`src/core/sysflags_defines.svh`:
```
`ifndef SYSFLAGS_DEFINES_SVH
`define SYSFLAGS_DEFINES_SVH

// Flags register bit positions
`define FLG_IF          9
`define FLG_IO_PRIVILEGE_LEVEL_LO     12
`define FLG_IO_PRIVILEGE_LEVEL_HI     13
`define FLG_RF          16
`define FLG_VM          17
`define FLG_AC          18
`define FLG_VIF         19
`define FLG_VIP         20
`define FLG_ID          21

// Bit 1 always reads as one
`define FLAGS_RESET     64'h0000_0000_0000_0002
// System bits kept by this block
`define FLAGS_KEEP_MASK 64'h0000_0000_003f_3202
// Bits a pop-flags may change; mode and resume bits excluded
`define FLAGS_POP_MASK  64'h0000_0000_003c_3200

// Extended feature register
`define EXTENDED_FEATURE_ENABLES_ADDR       32'hc000_0080
`define EXTENDED_FEATURE_ENABLES_RESET      64'h0000_0000_0000_0000
`define EXTENDED_FEATURE_ENABLES_WR_MASK    64'h0000_0000_0000_f901
`define EFR_SCE         0
`define EFR_LME         8
`define EFR_LMA         10
`define EFR_NXE         11
`define EFR_SECURE_VM_ENABLE        12
`define EFR_LONG_SEG_LIMIT_ENABLE       13
`define EFR_FAST_FP_SAVE_ENABLE       14
`define EFR_TCE         15

`define CPL_USER        2'h3
`define CPL_KERNEL      2'h0
`define IO_PRIVILEGE_LEVEL_TOP        2'h3

`endif

```
`src/core/sysflags_pkg.sv`:
```
`default_nettype none
package sysflags_pkg;
	typedef logic [63:0] reg64_t;
	typedef logic [1:0]  priv_t;
	typedef enum logic [1:0] {
		MODE_LEGACY = 2'b00,
		MODE_COMPAT = 2'b01,
		MODE_64     = 2'b10
	} op_mode_t;
endpackage
`default_nettype wire

```
`src/core/feature_ctx_if.sv`:
```
`timescale 1ns/1ns
`default_nettype none
interface feature_ctx_if;
	import sysflags_pkg::*;
	reg64_t   extended_feature_enables;
	priv_t    current_privilege_level;
	priv_t    io_privilege_level;
	logic     cs_long;
	logic     vme;
	logic     pvi;
	logic     syscall_ok;
	logic     nx_on;
	logic     limit_on;
	logic     fast_save;
	logic     tce_narrow;
	logic     vif_redirect;
	op_mode_t mode;
	modport decode (
		input  extended_feature_enables, current_privilege_level, io_privilege_level, cs_long, vme, pvi,
		output syscall_ok, nx_on, limit_on, fast_save, tce_narrow, vif_redirect, mode
	);
	modport bank (
		output extended_feature_enables, current_privilege_level, io_privilege_level, cs_long, vme, pvi,
		input  syscall_ok, nx_on, limit_on, fast_save, tce_narrow, vif_redirect, mode
	);
endinterface
`default_nettype wire

```
`src/core/system_flags_bank.sv`:
```
`timescale 1ns/1ns
`default_nettype none
`include "sysflags_defines.svh"
module system_flags_bank (
	input  wire logic                CORE_CLK,
	input  wire logic                RST,
	input  wire logic                RETIRE,
	input  wire logic                INTERRUPT_RETURN_DONE,
	input  wire sysflags_pkg::reg64_t INTERRUPT_RETURN_FLAGS,
	input  wire logic                TASK_SWITCH,
	input  wire logic                TASK_GATE_XFER,
	input  wire sysflags_pkg::reg64_t TASK_FLAGS,
	input  wire logic                POPF,
	input  wire sysflags_pkg::reg64_t POPF_DATA,
	input  wire logic                IF_WRITE,
	input  wire logic                IF_VALUE,
	input  wire logic                EXC_TAKEN,
	input  wire logic                STR_INTERRUPTED,
	input  wire logic                DB_IBP,
	input  wire logic                MEM_ACCESS,
	input  wire logic                UNALIGNED,
	input  wire logic                SVM_INSN,
	input  wire logic                ALIGN_MASK_CTRL,
	input  wire logic                V86_MODE_EXT,
	input  wire logic                PROT_VIRT_INTS,
	input  wire sysflags_pkg::priv_t CUR_PRIV_LEVEL,
	input  wire logic                PAGING_EN,
	input  wire logic                CS_LONG,
	input  wire logic                MSR_RD,
	input  wire logic                MSR_WR,
	input  wire logic [31:0]         MSR_ADDR,
	input  wire sysflags_pkg::reg64_t MSR_WDATA,
	output sysflags_pkg::reg64_t     MSR_RDATA,
	output logic                     MSR_ACK,
	output logic                     MSR_GP,
	output sysflags_pkg::reg64_t     FLAGS_Q,
	output sysflags_pkg::reg64_t     EXTENDED_FEATURE_ENABLES_Q,
	output sysflags_pkg::reg64_t     STACK_FLAGS,
	output logic                     STACK_VALID,
	output logic                     ALIGN_FAULT,
	output logic                     VIF_GP,
	output logic                     UD_FAULT,
	output logic                     SYSCALL_EN,
	output logic                     NX_EN,
	output logic                     LIMIT_CHECK_EN,
	output logic                     FAST_FP_SAVE,
	output logic                     TCE_NARROW,
	output logic                     VIF_REDIRECT,
	output sysflags_pkg::op_mode_t   OP_MODE
);
	import sysflags_pkg::*;

	feature_ctx_if ctx ();

	reg64_t flags_r;
	reg64_t flags_nxt;
	reg64_t extended_feature_enables_r;
	logic   rf_hold_r;
	logic   rf_hold_nxt;
	logic   paging_q_r;
	logic   extended_feature_enables_hit;
	logic   priv_ok;
	logic   lma_match;
	logic   extended_feature_enables_wr_ok;
	logic   vif_fault;
	logic   lma_nxt;

	feature_decode u_decode (
		.ctx (ctx.decode)
	);

	assign ctx.extended_feature_enables    = extended_feature_enables_r;
	assign ctx.current_privilege_level     = CUR_PRIV_LEVEL;
	assign ctx.io_privilege_level    = flags_r[`FLG_IO_PRIVILEGE_LEVEL_HI:`FLG_IO_PRIVILEGE_LEVEL_LO];
	assign ctx.cs_long = CS_LONG;
	assign ctx.vme     = V86_MODE_EXT;
	assign ctx.pvi     = PROT_VIRT_INTS;

	// Enabling virtual interrupts from v86 code while one is pending
	assign vif_fault = IF_WRITE & IF_VALUE & ctx.vif_redirect
		& flags_r[`FLG_VM] & flags_r[`FLG_VIP];

	// Flags register next value
	always_comb begin
		flags_nxt = flags_r;
		if (INTERRUPT_RETURN_DONE) begin
			// Full image reload, mode bit included
			flags_nxt = (INTERRUPT_RETURN_FLAGS & `FLAGS_KEEP_MASK) | `FLAGS_RESET;
		end else if (TASK_SWITCH) begin
			flags_nxt = (TASK_FLAGS & `FLAGS_KEEP_MASK) | `FLAGS_RESET;
		end else if (POPF) begin
			// Mode bit and resume flag are left untouched
			flags_nxt = (POPF_DATA & `FLAGS_POP_MASK)
				| (flags_r & ~`FLAGS_POP_MASK);
		end else if (IF_WRITE && !vif_fault) begin
			if (ctx.vif_redirect) begin
				flags_nxt[`FLG_VIF] = IF_VALUE;
			end else begin
				flags_nxt[`FLG_IF] = IF_VALUE;
			end
		end
		// Ordinary completion drops the resume flag unless held
		if (RETIRE && !rf_hold_r && !INTERRUPT_RETURN_DONE && !TASK_SWITCH) begin
			flags_nxt[`FLG_RF] = 1'b0;
		end
	end

	always_ff @(posedge CORE_CLK or posedge RST) begin
		if (RST) begin
			flags_r <= `FLAGS_RESET;
		end else begin
			flags_r <= flags_nxt;
		end
	end

	// Hold keeps the flag across exactly one following completion
	always_comb begin
		rf_hold_nxt = rf_hold_r;
		if (INTERRUPT_RETURN_DONE && INTERRUPT_RETURN_FLAGS[`FLG_RF]) begin
			rf_hold_nxt = 1'b1;
		end else if (TASK_GATE_XFER) begin
			rf_hold_nxt = 1'b1;
		end else if (RETIRE) begin
			rf_hold_nxt = 1'b0;
		end
	end

	always_ff @(posedge CORE_CLK or posedge RST) begin
		if (RST) begin
			rf_hold_r <= 1'b0;
		end else begin
			rf_hold_r <= rf_hold_nxt;
		end
	end

	// Image pushed on the interrupt stack
	always_ff @(posedge CORE_CLK or posedge RST) begin
		if (RST) begin
			STACK_FLAGS <= `FLAGS_RESET;
			STACK_VALID <= 1'b0;
		end else begin
			STACK_VALID <= EXC_TAKEN | STR_INTERRUPTED;
			if (EXC_TAKEN && DB_IBP) begin
				STACK_FLAGS <= flags_r & ~(64'h1 << `FLG_RF);
			end else if (EXC_TAKEN || STR_INTERRUPTED) begin
				STACK_FLAGS <= flags_r | (64'h1 << `FLG_RF);
			end
		end
	end

	// Extended feature register access
	assign extended_feature_enables_hit   = (MSR_RD | MSR_WR) & (MSR_ADDR == `EXTENDED_FEATURE_ENABLES_ADDR);
	assign priv_ok    = (CUR_PRIV_LEVEL == `CPL_KERNEL);
	assign lma_match  = (MSR_WDATA[`EFR_LMA] == extended_feature_enables_r[`EFR_LMA]);
	assign extended_feature_enables_wr_ok = extended_feature_enables_hit & MSR_WR & priv_ok & lma_match;

	// Long mode becomes active only on a later paging enable
	always_comb begin
		if (!PAGING_EN) begin
			lma_nxt = 1'b0;
		end else if (!paging_q_r && extended_feature_enables_r[`EFR_LME]) begin
			lma_nxt = 1'b1;
		end else begin
			lma_nxt = extended_feature_enables_r[`EFR_LMA];
		end
	end

	always_ff @(posedge CORE_CLK or posedge RST) begin
		if (RST) begin
			paging_q_r <= 1'b0;
		end else begin
			paging_q_r <= PAGING_EN;
		end
	end

	always_ff @(posedge CORE_CLK or posedge RST) begin
		if (RST) begin
			extended_feature_enables_r <= `EXTENDED_FEATURE_ENABLES_RESET;
		end else begin
			if (extended_feature_enables_wr_ok) begin
				extended_feature_enables_r <= (MSR_WDATA & `EXTENDED_FEATURE_ENABLES_WR_MASK) | (extended_feature_enables_r & ~`EXTENDED_FEATURE_ENABLES_WR_MASK);
			end
			extended_feature_enables_r[`EFR_LMA] <= lma_nxt;
		end
	end

	// Answer one cycle after the request; other addresses belong elsewhere
	always_ff @(posedge CORE_CLK or posedge RST) begin
		if (RST) begin
			MSR_ACK   <= 1'b0;
			MSR_GP    <= 1'b0;
			MSR_RDATA <= 64'h0;
		end else begin
			MSR_ACK <= extended_feature_enables_hit;
			MSR_GP  <= extended_feature_enables_hit & (!priv_ok | (MSR_WR & !lma_match));
			if (extended_feature_enables_hit && MSR_RD && priv_ok) begin
				MSR_RDATA <= extended_feature_enables_r;
			end else begin
				MSR_RDATA <= 64'h0;
			end
		end
	end

	// Faults raised toward the pipeline
	always_ff @(posedge CORE_CLK or posedge RST) begin
		if (RST) begin
			ALIGN_FAULT <= 1'b0;
			VIF_GP      <= 1'b0;
			UD_FAULT    <= 1'b0;
		end else begin
			ALIGN_FAULT <= MEM_ACCESS & UNALIGNED & flags_r[`FLG_AC]
				& ALIGN_MASK_CTRL & (CUR_PRIV_LEVEL == `CPL_USER);
			VIF_GP      <= vif_fault;
			UD_FAULT    <= SVM_INSN & !extended_feature_enables_r[`EFR_SECURE_VM_ENABLE];
		end
	end

	// Registered copies of state and decoded enables
	always_ff @(posedge CORE_CLK or posedge RST) begin
		if (RST) begin
			FLAGS_Q        <= `FLAGS_RESET;
			EXTENDED_FEATURE_ENABLES_Q         <= `EXTENDED_FEATURE_ENABLES_RESET;
			SYSCALL_EN     <= 1'b0;
			NX_EN          <= 1'b0;
			LIMIT_CHECK_EN <= 1'b0;
			FAST_FP_SAVE   <= 1'b0;
			TCE_NARROW     <= 1'b0;
			VIF_REDIRECT   <= 1'b0;
			OP_MODE        <= MODE_LEGACY;
		end else begin
			FLAGS_Q        <= flags_r;
			EXTENDED_FEATURE_ENABLES_Q         <= extended_feature_enables_r;
			SYSCALL_EN     <= ctx.syscall_ok;
			NX_EN          <= ctx.nx_on;
			LIMIT_CHECK_EN <= ctx.limit_on;
			FAST_FP_SAVE   <= ctx.fast_save;
			TCE_NARROW     <= ctx.tce_narrow;
			VIF_REDIRECT   <= ctx.vif_redirect;
			OP_MODE        <= ctx.mode;
		end
	end
endmodule
`default_nettype wire

```
`src/core/feature_decode.sv`:
```
`timescale 1ns/1ns
`default_nettype none
`include "sysflags_defines.svh"
module feature_decode (
	feature_ctx_if.decode ctx
);
	import sysflags_pkg::*;
	logic long_mode_active;
	logic in64;

	assign long_mode_active  = ctx.extended_feature_enables[`EFR_LMA];
	assign in64 = long_mode_active & ctx.cs_long;

	always_comb begin
		if (!long_mode_active) begin
			ctx.mode = MODE_LEGACY;
		end else if (ctx.cs_long) begin
			ctx.mode = MODE_64;
		end else begin
			ctx.mode = MODE_COMPAT;
		end
	end

	assign ctx.syscall_ok = ctx.extended_feature_enables[`EFR_SCE];
	assign ctx.nx_on      = ctx.extended_feature_enables[`EFR_NXE];
	assign ctx.limit_on   = ctx.extended_feature_enables[`EFR_LONG_SEG_LIMIT_ENABLE] & in64;
	// Only 64-bit code at kernel level skips the XMM image
	assign ctx.fast_save  = ctx.extended_feature_enables[`EFR_FAST_FP_SAVE_ENABLE] & in64 & (ctx.current_privilege_level == `CPL_KERNEL);
	assign ctx.tce_narrow = ctx.extended_feature_enables[`EFR_TCE];
	// Long mode honours only the protected-mode variant
	assign ctx.vif_redirect = (long_mode_active ? ctx.pvi : (ctx.vme | ctx.pvi)) & (ctx.io_privilege_level < `IO_PRIVILEGE_LEVEL_TOP);
endmodule
`default_nettype wire

```
`config.mk`:
```
export PLATFORM = sky130hd
export DESIGN_NAME = system_flags_bank
export DESIGN_NICKNAME = d
export VERILOG_FILES = /design/src/core/sysflags_pkg.sv /design/src/core/feature_ctx_if.sv /design/src/core/system_flags_bank.sv /design/src/core/feature_decode.sv
export VERILOG_INCLUDE_DIRS = /design/src /design/src/core
export SDC_FILE = /design/constraint.sdc
export NUM_CORES = 1
export LEC_CHECK = 0
export BUFFER_PORTS_ARGS = -buffer_cell sky130_fd_sc_hd__buf_2
export CAP_MARGIN = 20
export CELL_PAD_IN_SITES_DETAIL_PLACEMENT = 1
export CELL_PAD_IN_SITES_GLOBAL_PLACEMENT = 2
export CORE_AREA = 2 2 224 226
export DETAILED_ROUTE_END_ITERATION = 7
export DIE_AREA = 0 0 226 228
export PLACE_DENSITY = 0.64
export SETUP_SLACK_MARGIN = 0.2
export SYNTH_ARGS = -nofsm -noshare
export SYNTH_HDL_FRONTEND = slang
export SYNTH_HIERARCHICAL = 1
export SYNTH_SLANG_ARGS = --single-unit
export TNS_END_PERCENT = 50
```
`constraint.sdc`:
```
create_clock -name CORE_CLK -period 2.7 [get_ports CORE_CLK]
set_input_delay 0.54 -clock CORE_CLK [delete_from_list [all_inputs] [get_ports CORE_CLK]]
set_output_delay 0.54 -clock CORE_CLK [all_outputs]
set_load 0.01 [all_outputs]
```
==> impl_metrics.json <==
{
  "slew_viol_final": 0,
  "routed_wl_um": 10900,
  "yosys.area.top_type_share_pct": 39.4,
  "yosysWarnings": 6,
  "fp-row-count": 82,
  "grt.overflow.total": 0,
  "instances_no_fill": 1239,
  "cts_tree": "built",
  "netlist_top_cells_area": "dfrtp_1 (39%), buf_4 (39%), mux2_2 (5.0%)",
  "cts.sinks": 70,
  "synth-edff-count": 0,
  "pre_cts_ws_ps": 300,
  "tightest_slew_ps": 597,
  "power_density_nw_per_um2": 518,
  "r2r-start": "ctx.extended_feature_enables[10]",
  "cts_made_buffers": 9,
  "fp.coreArea_sq_um": 49300,
  "max-slew-margin-rel_pct": 59.9,
  "ys_seq_area_share_pct": 41.2,
  "clock_path_buffers": 2,
  "io_pins": 582,
  "antenna_found_initial": 5,
  "die_w_um": 226,
  "routabilityCongestion": 0.700,
  "r2r-end": "ctx.extended_feature_enables[11]",
  "clk_latency_ps": 340,
  "first_iter_violations": 86,
  "synth-seq-cells": 70,
  "setup_tns_ps": 0,
  "antenna_cells": 0,
  "synth.distinct_cells": 35,
  "track_usage_pct": 3.91,
  "cts_setup_buffers": 0,
  "hold_class": "input pin to asynchronous set/reset pin",
  "setup_viol": 0,
  "htree_levels": 3,
  "vias": 2666,
  "timing.final.crit_share_pct": 79.0,
  "startpoint": "ctx.extended_feature_enables[10]",
  "area_delta_synth_final_pct": 24.0,
  "cts_hold_buf": 0,
  "cpMaxStageDelayCell": "or4b_4",
  "syn_inst": 416,
  "maxCapViolCount": 0,
  "peakVddDrop_mv": 0.229,
  "multi_input_area_sq_um": 1620,
  "crit_required_ps": 2920,
  "initial_core_util_pct": 8.63,
  "crit_path_start_kind": "flop",
  "cpPeakStageDelay_ps": 540,
  "finClkSkew_ps": 5.96,
  "synthTopCellsByCount": "buf_4 (223), dfrtp_1 (67), mux2_2 (19)",
  "path_cells": "xor2_1 > or4b_4 > nor4_4 > buf_4 > mux2_2",
  "die_area_sq_um": 51500,
  "regArea_sq_um": 1760,
  "setup_ws_ps": 568,
  "cts_resized": 0,
  "dr.pass1.iters": 4,
  "fill_cells": 5936,
  "io_buffers": 138,
  "holdWs_ps": 292,
  "die_y_um": 228,
  "detail-route-antenna-nets": 0,
  "syn_area_sq_um": 4260,
  "reg2reg_depth": 5,
  "async_flop_share_pct": 100,
  "r2r_slack_ps": 570,
  "grt_max_degree": 71,
  "nets": 874,
  "period_minus_slack_ps": 2130,
  "fmax_mhz": 469,
  "grt_pass1_vias": 2589,
  "critPathMaxFanout": 8,
  "via_per_inst": 2.15,
  "yosys_most_used_dff": "dfrtp_1",
  "status": "finished, final reports clean",
  "cp-end-kind": "flop",
  "avgSynthCellArea_sq_um": 10.2,
  "criticalPathCategory": "flop to flop",
  "grt_pass1_wl_um": 14800,
  "rsz0062_at_grt": "false",
  "clk_pin_slew_ps": 60,
  "route.detailed.drc": 0,
  "yosys.area.top_type": "dfrtp_1",
  "hpwl_um": 9070,
  "crit_path_end": "ctx.extended_feature_enables[11]",
  "yosysMostFrequentCell": "buf_4",
  "leakage_nw": 2.70,
  "cts_root_buf": "clkbuf_16",
  "drive_above_1_share_pct": 33.2,
  "hold_viol_final": 0,
  "routedWlPerCell_um": 8.77,
  "dpl.cell_count": 1223,
  "arrival_ps": 2350,
  "total_power_mw": 2.74
}
## cells in the final DEF, fill, tap and decap left out, types with 2 or more instances in the layout
cell,Yosys,layout
conb_1,1,220
buf_2,0,138
dfrtp_1,67,67
mux2_2,19,19
nand2_1,14,14
o21ai_0,12,12
nor2_1,12,12
mux2i_1,9,9
clkbuf_16,0,9
nor4_1,7,7
and2_1,7,7
a21oi_1,6,6
inv_1,5,4
nor2b_1,4,4
buf_4,223,4
dfstp_2,3,3
nand3_1,3,3
inv_6,0,3
nand4_1,2,2
a2bb2oi_1,2,2
clkinv_4,0,2
## flip-flops by register name, summed over array words and instances (netlist names), 2 cells and up
register	cells
STACK_FLAGS	10
EXTENDED_FEATURE_ENABLES_Q	8
MSR_RDATA	8
OP_MODE	2
flags_r	10
ctx.extended_feature_enables	8
FLAGS_Q	10
## per-stage QoR
| stage | instance area (sq um) | utilization [%] |
|---|---|---|
| 2_1_floorplan | 5080 | - |
| 3_3_place_gp | 4980 | 10.1 |
| 3_5_place_dp | 4980 | 10.1 |
| 4_1_cts | 5280 | 10.7 |
| 5_1_grt | 5280 | 10.7 |
| 6_report | 5280 | 10.7 |
## final cells by class
cell class / count / share of cell area, %
Clock buffer: 9 / 4.26
Clock inverter: 7 / 1.49
Inverter: 5 / 0.355
Multi-Input combinational cell: 333 / 30.7
Sequential cell: 70 / 33.2
Tap cell: 672 / 15.9
Timing Repair Buffer: 143 / 14.0
## cell families after synthesis
kind of cell    synth area share (%)
mux                             7.14
simple gates                    7.96
compound gates                  3.32
xor+xnor                       0.206
other cells                   0.0880
buf+inv                         40.1
flops                           41.2
## worst max-delay path, delay by kind of cell, from the launching register on
family,cells,cell delay (ps)
simple gates,2,750
flops,1,470
mux,1,350
xor+xnor,1,230
buf+inv,1,210
## worst min-delay path by stage
stage,depth (start not counted),endpoint
4_1_cts,3,MSR_RDATA[14]
2_1_floorplan,0,FLAGS_Q[16]
6_report,3,MSR_GP
3_5_place_dp,0,FLAGS_Q[16]
3_3_place_gp,0,FLAGS_Q[16]
5_1_grt,1,paging_q_r
## power breakdown
part | leakage (nW) | internal, mW | total, mW | switching, mW
registers | 0.898 | 1.10 | 1.13 | 0.0293
logic | 1.65 | 0.115 | 0.390 | 0.275
clock network | 0.151 | 0.726 | 1.22 | 0.491
total | 2.70 | 1.94 | 2.74 | 0.795
## per-layer routing
layer,share of wire [%],GRT usage (%)
met1,38,4.27
met2,47,6.65
met3,13,1.39
met4,2.1,1.99
met5,0.12,0
(Power assumes the default switching activity.)
